**src/rtl/gsp_pkg.sv**
```systemverilog
// Purpose: Constants and types for the switch configured bus port
// Assumes: One 25 MHz clock, synchronous active high reset
// Notes:   Switch bank bit positions follow the bank wiring
// What this block does
// - Sample both switch banks about once per second
// - Address is binary weighted from five switches
// - Address 31 is illegal and never used
// - Dual addressing ignores address least significant bit
// - Talk only streams readings, ignores all commands
// - Service request only when enabled, else none
// - End signal only with terminators, when enabled
// - Terminator is line feed, or carriage return
// - Double terminator sends other character first
// - Units are tesla when off, gauss when on
// - Symbol switch appends T or G after value
// - Filter the field value only when enabled
// - Defaults switch restores defaults, reinstates switch functions
// - Defaults load at power up when the defaults switch is on, showing reset indication
// - Commands override all but the two terminator switches; a switch change returns control
// - Remote enable line is ignored entirely
package gsp_pkg;
  localparam int             CLK_HZ           = 25_000_000;
  localparam int             SAMPLE_PERIOD_MS = 1000;
  localparam int             SAMPLE_CYCLES    = CLK_HZ / 1000 * SAMPLE_PERIOD_MS;
  localparam int             SAMPLE_CNT_W     = 25;
  localparam logic [4:0]     ILLEGAL_ADDR     = 5'h1f;
  localparam int             DUAL_BIT         = 5;
  localparam int             TALK_ONLY_BIT    = 6;
  localparam int             DEFAULTS_BIT     = 7;
  localparam logic [7:0]     OVR_MASK         = 8'hf3;
  localparam logic [7:0]     SW_RESET         = 8'h00;
  localparam int             RQS_BIT          = 6;
  localparam logic [7:0]     CHAR_LF          = 8'h0a;
  localparam logic [7:0]     CHAR_CR          = 8'h0d;
  localparam logic [7:0]     CHAR_T           = 8'h54;
  localparam logic [7:0]     CHAR_G           = 8'h47;
  localparam int             FIELD_W          = 24;
  localparam int             FILT_SHIFT       = 3;

  // Field order puts the defaults switch at the top, matching the bank
  typedef struct packed {
    logic defaults;
    logic filter;
    logic symbol;
    logic gauss;
    logic dbl_term;
    logic term_cr;
    logic eoi_en;
    logic srq_en;
  } gsp_cfg_s;

  typedef struct packed {
    logic [7:0] mask;
    logic [7:0] value;
  } gsp_cmd_s;

  typedef struct packed {
    logic [7:0] data;
    logic       eoi;
  } gsp_tx_s;
endpackage

```
**src/rtl/gsp_filter.sv**
```systemverilog
// Purpose: First order digital filter on the measured field value
// Assumes: Signed field samples arrive with a one cycle valid strobe
// Notes:   Bypass copies the input so the output always tracks
module gsp_filter (
  input  wire logic                         clk_i,
  input  wire logic                         sys_rst_i,
  input  wire logic                         en_i,
  input  wire logic                         valid_i,
  input  wire logic [gsp_pkg::FIELD_W-1:0]  field_i,
  output logic                              valid_o,
  output logic      [gsp_pkg::FIELD_W-1:0]  field_o
);
  logic signed [gsp_pkg::FIELD_W:0] diff;

  // One extra bit keeps the difference from wrapping
  assign diff = $signed({field_i[gsp_pkg::FIELD_W-1], field_i}) -
                $signed({field_o[gsp_pkg::FIELD_W-1], field_o});

  always_ff @(posedge clk_i) begin
    if (sys_rst_i) begin
      field_o <= '0;
    end else if (valid_i) begin
      if (en_i) begin
        field_o <= field_o + gsp_pkg::FIELD_W'(diff >>> gsp_pkg::FILT_SHIFT);
      end else begin
        field_o <= field_i;
      end
    end
  end

  always_ff @(posedge clk_i) begin
    if (sys_rst_i) begin
      valid_o <= 1'b0;
    end else begin
      valid_o <= valid_i;
    end
  end
endmodule

```
**src/rtl/gsp_port.sv**
```systemverilog
// Purpose: Switch configured bus port setup and response formatting
// Assumes: Switch banks are asynchronous pins; bus logic shares clk_i
// Notes:   Numeric characters are formatted upstream; this adds tails
module gsp_port #(
  parameter int SAMPLE_CYCLES_P = gsp_pkg::SAMPLE_CYCLES
) (
  input  wire logic                         clk_i,
  input  wire logic                         sys_rst_i,
  input  wire logic [7:0]                   address_switch_bank_i,
  input  wire logic [7:0]                   option_switch_bank_i,
  input  wire logic                         bus_addr_valid_i,
  input  wire logic [4:0]                   bus_addr_i,
  input  wire logic                         talker_addr_i,
  input  wire logic                         cmd_valid_i,
  input  wire gsp_pkg::gsp_cmd_s            cmd_i,
  output logic                              cmd_ready_o,
  input  wire logic                         srq_event_i,
  input  wire logic                         serial_poll_done_i,
  output logic                              srq_o,
  output logic      [7:0]                   poll_status_o,
  input  wire logic                         field_valid_i,
  input  wire logic [gsp_pkg::FIELD_W-1:0]  field_i,
  output logic                              field_valid_o,
  output logic      [gsp_pkg::FIELD_W-1:0]  field_o,
  input  wire logic                         rd_valid_i,
  input  wire logic [7:0]                   rd_data_i,
  input  wire logic                         rd_last_i,
  output logic                              rd_ready_o,
  output logic                              tx_valid_o,
  output logic      [7:0]                   tx_data_o,
  output logic                              tx_eoi_o,
  input  wire logic                         tx_ready_i,
  output logic      [4:0]                   my_addr_o,
  output logic                              addr_legal_o,
  output logic                              addr_match_o,
  output logic                              talk_only_o,
  output logic                              units_gauss_o,
  output logic                              load_defaults_o,
  output logic                              reset_msg_o
);
  // No remote enable input exists; nothing here may depend on it

  typedef enum logic [1:0] {FMT_DATA, FMT_SYM, FMT_PRE, FMT_TERM} gsp_fmt_e;

  logic [15:0]                       sw_meta;
  logic [15:0]                       sw_sync;
  logic [gsp_pkg::SAMPLE_CNT_W-1:0]  smp_cnt;
  logic                              tick;
  logic                              have_sample;
  logic [7:0]                        addr_sw;
  logic [7:0]                        opt_sw;
  logic [7:0]                        chg;
  logic [7:0]                        cmd_set;
  logic [7:0]                        ovr_act;
  logic [7:0]                        ovr_val;
  logic [7:0]                        eff;
  gsp_pkg::gsp_cfg_s                 cfg;
  logic                              talk_only;
  logic                              dual;
  logic                              sw_load;
  logic                              cmd_load;
  logic                              rqs;
  gsp_fmt_e                          state;
  gsp_fmt_e                          next_state;
  gsp_pkg::gsp_tx_s                  tx;
  logic                              adv;
  logic                              send_en;
  logic                              take;

  function automatic logic [7:0] term_char(input logic cr);
    term_char = cr ? gsp_pkg::CHAR_CR : gsp_pkg::CHAR_LF;
  endfunction

  // Switch pins are asynchronous; only the second stage is read
  always_ff @(posedge clk_i) begin
    if (sys_rst_i) begin
      sw_meta <= '0;
      sw_sync <= '0;
    end else begin
      sw_meta <= {option_switch_bank_i, address_switch_bank_i};
      sw_sync <= sw_meta;
    end
  end

  // First sample lands right after reset so power up sees the switches
  assign tick = (smp_cnt == '0);

  always_ff @(posedge clk_i) begin
    if (sys_rst_i) begin
      smp_cnt <= gsp_pkg::SAMPLE_CNT_W'(2);
    end else if (tick) begin
      smp_cnt <= gsp_pkg::SAMPLE_CNT_W'(SAMPLE_CYCLES_P - 1);
    end else begin
      smp_cnt <= smp_cnt - 1'b1;
    end
  end

  always_ff @(posedge clk_i) begin
    if (sys_rst_i) begin
      addr_sw     <= gsp_pkg::SW_RESET;
      opt_sw      <= gsp_pkg::SW_RESET;
      have_sample <= 1'b0;
    end else if (tick) begin
      addr_sw     <= sw_sync[7:0];
      opt_sw      <= sw_sync[15:8];
      have_sample <= 1'b1;
    end
  end

  assign chg = (tick && have_sample) ? (sw_sync[15:8] ^ opt_sw) & gsp_pkg::OVR_MASK : 8'h00;

  assign talk_only   = addr_sw[gsp_pkg::TALK_ONLY_BIT];
  assign dual        = addr_sw[gsp_pkg::DUAL_BIT];
  assign talk_only_o = talk_only;

  // Talk only refuses every command
  assign cmd_ready_o = !talk_only;
  assign cmd_set     = (cmd_valid_i && cmd_ready_o) ? cmd_i.mask & gsp_pkg::OVR_MASK : 8'h00;

  // Reset value of opt_sw is off, so a held switch loads at power up
  assign sw_load  = tick && sw_sync[8 + gsp_pkg::DEFAULTS_BIT] &&
                    !(have_sample && opt_sw[gsp_pkg::DEFAULTS_BIT]);
  assign cmd_load = cmd_set[gsp_pkg::DEFAULTS_BIT] && cmd_i.value[gsp_pkg::DEFAULTS_BIT];

  always_ff @(posedge clk_i) begin
    if (sys_rst_i) begin
      load_defaults_o <= 1'b0;
      reset_msg_o     <= 1'b0;
    end else begin
      load_defaults_o <= sw_load || cmd_load;
      reset_msg_o     <= sw_load || cmd_load;
    end
  end

  // A command in the same cycle as a switch change keeps the override, unless sw_load clears them all
  always_ff @(posedge clk_i) begin
    if (sys_rst_i) begin
      ovr_act <= 8'h00;
    end else if (sw_load) begin
      ovr_act <= 8'h00;
    end else begin
      ovr_act <= (ovr_act & ~chg) | cmd_set;
    end
  end

  always_ff @(posedge clk_i) begin
    if (sys_rst_i) begin
      ovr_val <= 8'h00;
    end else begin
      ovr_val <= (ovr_val & ~cmd_set) | (cmd_i.value & cmd_set);
    end
  end

  assign eff = (ovr_act & ovr_val) | (~ovr_act & opt_sw);
  assign cfg = gsp_pkg::gsp_cfg_s'(eff);

  // Address weights fall straight out of the bank bit order
  assign my_addr_o    = addr_sw[4:0];
  assign addr_legal_o = (my_addr_o != gsp_pkg::ILLEGAL_ADDR);
  assign addr_match_o = bus_addr_valid_i && addr_legal_o && !talk_only &&
                        (bus_addr_i[4:1] == my_addr_o[4:1]) &&
                        (dual || bus_addr_i[0] == my_addr_o[0]);

  assign units_gauss_o = cfg.gauss;

  // Service request pending bit; a new event beats a poll clear
  always_ff @(posedge clk_i) begin
    if (sys_rst_i) begin
      rqs <= 1'b0;
    end else if (!cfg.srq_en || talk_only) begin
      rqs <= 1'b0;
    end else if (srq_event_i) begin
      rqs <= 1'b1;
    end else if (serial_poll_done_i) begin
      rqs <= 1'b0;
    end
  end

  assign srq_o         = rqs;
  assign poll_status_o = {1'b0, rqs, 6'h00};

  gsp_filter u_filter (
    .clk_i     (clk_i),
    .sys_rst_i (sys_rst_i),
    .en_i      (cfg.filter),
    .valid_i   (field_valid_i),
    .field_i   (field_i),
    .valid_o   (field_valid_o),
    .field_o   (field_o)
  );

  // Response formatter: data, optional symbol, optional pre terminator, terminator
  assign adv        = !tx_valid_o || tx_ready_i;
  assign send_en    = talk_only || talker_addr_i;
  assign rd_ready_o = (state == FMT_DATA) && adv && send_en;
  assign take       = rd_valid_i && rd_ready_o;

  always_comb begin
    next_state = state;
    case (state)
      FMT_DATA: begin
        if (take && rd_last_i) begin
          if (cfg.symbol) begin
            next_state = FMT_SYM;
          end else if (cfg.dbl_term) begin
            next_state = FMT_PRE;
          end else begin
            next_state = FMT_TERM;
          end
        end
      end
      FMT_SYM: begin
        if (adv) begin
          next_state = cfg.dbl_term ? FMT_PRE : FMT_TERM;
        end
      end
      FMT_PRE: begin
        if (adv) begin
          next_state = FMT_TERM;
        end
      end
      FMT_TERM: begin
        if (adv) begin
          next_state = FMT_DATA;
        end
      end
      default: begin
        next_state = FMT_DATA;
      end
    endcase
  end

  always_ff @(posedge clk_i) begin
    if (sys_rst_i) begin
      state <= FMT_DATA;
    end else begin
      state <= next_state;
    end
  end

  always_ff @(posedge clk_i) begin
    if (sys_rst_i) begin
      tx_valid_o <= 1'b0;
      tx         <= '0;
    end else if (adv) begin
      case (state)
        FMT_DATA: begin
          tx_valid_o <= take;
          tx.data    <= rd_data_i;
          tx.eoi     <= 1'b0;
        end
        FMT_SYM: begin
          tx_valid_o <= 1'b1;
          tx.data    <= cfg.gauss ? gsp_pkg::CHAR_G : gsp_pkg::CHAR_T;
          tx.eoi     <= 1'b0;
        end
        FMT_PRE: begin
          tx_valid_o <= 1'b1;
          tx.data    <= term_char(!cfg.term_cr);
          tx.eoi     <= cfg.eoi_en;
        end
        FMT_TERM: begin
          tx_valid_o <= 1'b1;
          tx.data    <= term_char(cfg.term_cr);
          tx.eoi     <= cfg.eoi_en;
        end
        default: begin
          tx_valid_o <= 1'b0;
        end
      endcase
    end
  end

  assign tx_data_o = tx.data;
  assign tx_eoi_o  = tx_valid_o && tx.eoi;

  // Helper: cycles since the last sample tick
  logic [gsp_pkg::SAMPLE_CNT_W-1:0] gap;
  logic                             seen_tick;

  always_ff @(posedge clk_i) begin
    if (sys_rst_i) begin
      gap       <= '0;
      seen_tick <= 1'b0;
    end else if (tick) begin
      gap       <= '0;
      seen_tick <= 1'b1;
    end else begin
      gap <= gap + 1'b1;
    end
  end
endmodule

```
**config.mk**
```make
export PLATFORM = sky130hd
export DESIGN_NAME = gsp_port
export DESIGN_NICKNAME = d
export VERILOG_FILES = /design/src/rtl/gsp_pkg.sv /design/src/rtl/gsp_filter.sv /design/src/rtl/gsp_port.sv
export SDC_FILE = /design/constraint.sdc
export NUM_CORES = 1
export LEC_CHECK = 0
export ABC_AREA = 1
export BUFFER_PORTS_ARGS = -buffer_cell sky130_fd_sc_hd__buf_2
export CORE_MARGIN = 5
export CORE_UTILIZATION = 50
export DETAILED_ROUTE_END_ITERATION = 8
export PLACE_DENSITY = 0.72
export SLEW_MARGIN = 20
export SYNTH_ARGS = -nofsm -noshare
export SYNTH_HDL_FRONTEND = slang
export SYNTH_HIERARCHICAL = 1
export SYNTH_SLANG_ARGS = --single-unit
```
**constraint.sdc**
```tcl
create_clock -name clk_i -period 8.03 [get_ports clk_i]
set_clock_uncertainty 0.15 [all_clocks]
set_input_delay 2.409 -clock clk_i [delete_from_list [all_inputs] [get_ports clk_i]]
set_output_delay 2.409 -clock clk_i [all_outputs]
set_load 0.05 [all_outputs]
```
==> impl_metrics.csv <==
group,metric,value,unit
clock_tree,cts.sinks,120,
drt,ant_nets,0,
critical_path,worstPathArrival,3.21,ns
run,drv_cap,0,
grt,grt_pass1_wl,34900,µm
floorplan,initial_utilization,51.3,%
run_status,outcome,"finished clean",
clock_tree,htreeDepth,4,
finish,nets,1448,
critical_path,reg2reg_from,"u_filter/field_o[3]$_SDFFE_PP0P_",
critical_path,cp.buffers_inverters,2,
placed_design,io_buffers,124,
sta,fmax,173,MHz
power,leakagePower,4.63,nW
synth,synth_cell_types,56,
synth,ys_top_cells_by_area,"dfxtp_1 (29%), nand2_1 (11%), ha_1 (8.5%)",
power,internal-power,1.72,mW
critical_path,r2r_slack,3.98,ns
grt,grt_max_degree,73,
sta,tns,0,ns
hold_path,holdPathStages,2,
power,ir_drop,0.180,mV
grt,grt_pass1_vias,7623,
sta,relSlewSlack,46.6,%
critical_path,cp_max_fo,1,
synth,syn_inst,1204,
critical_path,crit_slowest_cell,"buf_2",
finish,final_util,58.9,%
hold_path,hold_class,"flip-flop to flip-flop",
drt,wl,20800,µm
clock_tree,cts_tree,"yes",
critical_path,cp-end-kind,"output port",
synth,syn_area_per_cell,6.81,µm²
hold_path,min_to,"sw_sync[1]$_SDFF_PP0_",
power,clkPwrFrac,24.3,%
clock_tree,cts_buffers,17,
drt,drt_iter0_drc,447,
synth,synth_ff_type,"dfxtp_1",
drt,wire_per_inst,13.5,µm
floorplan,num_rows,46,
finish,final_common_cell,"nand2_1",
finish,final_cell_mix,"nand2_1 (233), inv_1 (162), nor2_1 (151), buf_2 (124), dfxtp_1 (120)",
clock_tree,clkSlewWorstSetupHoldPaths,0.06,ns
finish,area.sequential,2400,µm²
critical_path,critical_path.top_delay_family,"buffers and inverters",
power,powerDensity,341,nW/µm²
placed_design,dpl-instance-area,8820,µm²
clock_tree,cts_hold_buffers,0,
synth,yosysTopAreaCell,"dfxtp_1",
drt,drcViolationCount,0,
power,p_seq_share,25.5,%
clock_tree,post_cts_buffers,0,
sta,maxSlewViolCount,0,
synth,yosys.area.top_type_share,29.3,%
finish,multi_input_area,4830,µm²
critical_path,crit_start,"bus_addr_i[4]",
finish,drive_gt1_share,18.2,%
placed_design,gp_congestion,0.972,
finish,final_cell_area,9430,µm²
critical_path,slowest_delay,0.29,ns
placed_design,dp_hpwl,15800,µm
drt,viasPerCell,5.14,
critical_path,r2r_cells,21,
synth,yosysSeqAreaShare,29.3,%
hold_path,holdCritStartpoint,"sw_meta[1]$_SDFF_PP0_",
critical_path,start_kind,"input port",
floorplan,io_pins,137,
grt,overflow,0,
finish,fill_cells,1590,
floorplan,die-area,19100,µm²
clock_tree,clk_latency,0.42,ns
sta,hold_violations,0,
grt,antenna_found_initial,0,
finish,syn_to_final_growth,15.0,%
power,p_comb_share,50.1,%
sta,setup_viol_count_final,0,
grt,grt.total_usage,21.5,%
sta,worst_pin_slew,0.801,ns
synth,ys_warn_count,6,
critical_path,path_common_cell,"buf_2",
drt,via_count,7913,
critical_path,r2r-end,"u_filter/field_o[17]$_SDFFE_PP0P_",
floorplan,core,16000,µm²
drt,drtPass1Iterations,5,
floorplan,die_w,138,µm
clock_tree,root_buffer,"clkbuf_16",
critical_path,worst_ep_required_time,5.47,ns
sta,period_share,71.9,%
critical_path,cp_cell_sequence,"buf_2 > xnor2_1 > nand4_1 > nor3_1 > buf_2",
finish,diodes,0,
synth,synth_edf_count,0,
synth,ys_async_sr_fraction,0,%
synth,ys_ff_latch,120,
critical_path,crit_type,"input port to output port",
synth,syn_area,8200,µm²
clock_tree,clockBufferDepth,2,
sta,period_needed,5.77,ns
power,swShare,46.3,%
floorplan,die_y,138,µm
clock_tree,ctsResizeCount,0,
power,switchingPower,1.49,mW
sta,rsz0062_at_grt,"no",
==> cell families after synthesis <==
kind of cell	after synthesis	synth area share [%]
other	1	0.0457
buffers and inverters	224	12.1
adder cells (fa/ha/maj)	57	8.79
flip-flops	120	29.3
AND/OR/NAND/NOR	520	28.0
XOR/XNOR	47	5.02
AO/OA/AOI/OAI	235	16.8
==> metal layers <==
layer	GRT usage [%]	share of wire (%)	wire, µm
met5	0	0	0
met4	7.49	1.8	365
met3	3.97	4.8	1000
met2	37.8	48	9970
met1	26.3	46	9470
==> final cells by class <==
| class | instances | share of cell area, % |
|---|---|---|
| clock buffer | 19 | 4.59 |
| multi-input combinational | 866 | 51.3 |
| sequential | 120 | 25.5 |
| inverter | 178 | 7.09 |
| clock inverter | 13 | 1.82 |
| timing repair buffer | 128 | 6.90 |
| tap | 216 | 2.87 |
==> metrics by stage <==
stage / setup WS, ns / hold slack, ns / power, mW / instances
detailed placement: 1.95 / 0.243 / 2.42 / 1508
global placement: 1.98 / 0.239 / 2.40 / 1508
floorplan: 1.76 / 0.238 / 2.13 / 1210
finish: 2.26 / 0.249 / 3.21 / 1540
CTS: 2.25 / 0.249 / 3.22 / 1540
global route: 2.00 / 0.273 / 3.46 / 1540
==> tightest hold or removal path, cell delays in order, from the launching register on <==
cell	delay (ns)
dfxtp_1	0.29
inv_1	0.04
nor2_1	0.03
==> synth_stat cells (14+ instances only) <==
master / count
a21oi_1: 104
buf_4: 23
dfxtp_1: 120
ha_1: 56
inv_1: 162
inv_2: 14
nand2_1: 233
nand2_2: 18
nand3_1: 54
nand4_1: 15
nor2_1: 151
nor3_1: 15
o21ai_0: 39
o21ai_1: 26
xnor2_1: 17
xor2_1: 30
==> state kept, by name (all words and copies together), names as in the netlist, named ones only <==
signal and count:
tx 1, srq_o 1, tx_valid_o 1, reset_msg_o 1
u_filter/valid_o 1, have_sample 1, addr_sw 7, ovr_act 5
sw_sync 15, state 2, tx_data_o 8, opt_sw 8
smp_cnt 25, sw_meta 15, u_filter/field_o 24
==> power by group through the flow <==
stage          Sequential (mW)  Clock, mW  Combinational (mW)
2_1_floorplan            0.868          0                1.26
3_3_place_gp             0.829          0                1.57
3_5_place_dp             0.831          0                1.59
4_1_cts                  0.820      0.793                1.60
5_1_grt                  0.836      0.821                1.80
6_report                 0.820      0.781                1.61
==> how the worst max path moves through the flow <==
stage                                              endpoint  slack, ns  depth (start not counted)
after global routing      u_filter/field_o[19]$_SDFFE_PP0P_       2.00                         21
final                                          addr_match_o       2.26                          5
after detailed placement  u_filter/field_o[17]$_SDFFE_PP0P_       1.95                         21
after floorplan                                addr_match_o       1.76                          3
after CTS                                      addr_match_o       2.25                          5
after global placement    u_filter/field_o[17]$_SDFFE_PP0P_       1.98                         21
Power figures use the tool's default switching activity.
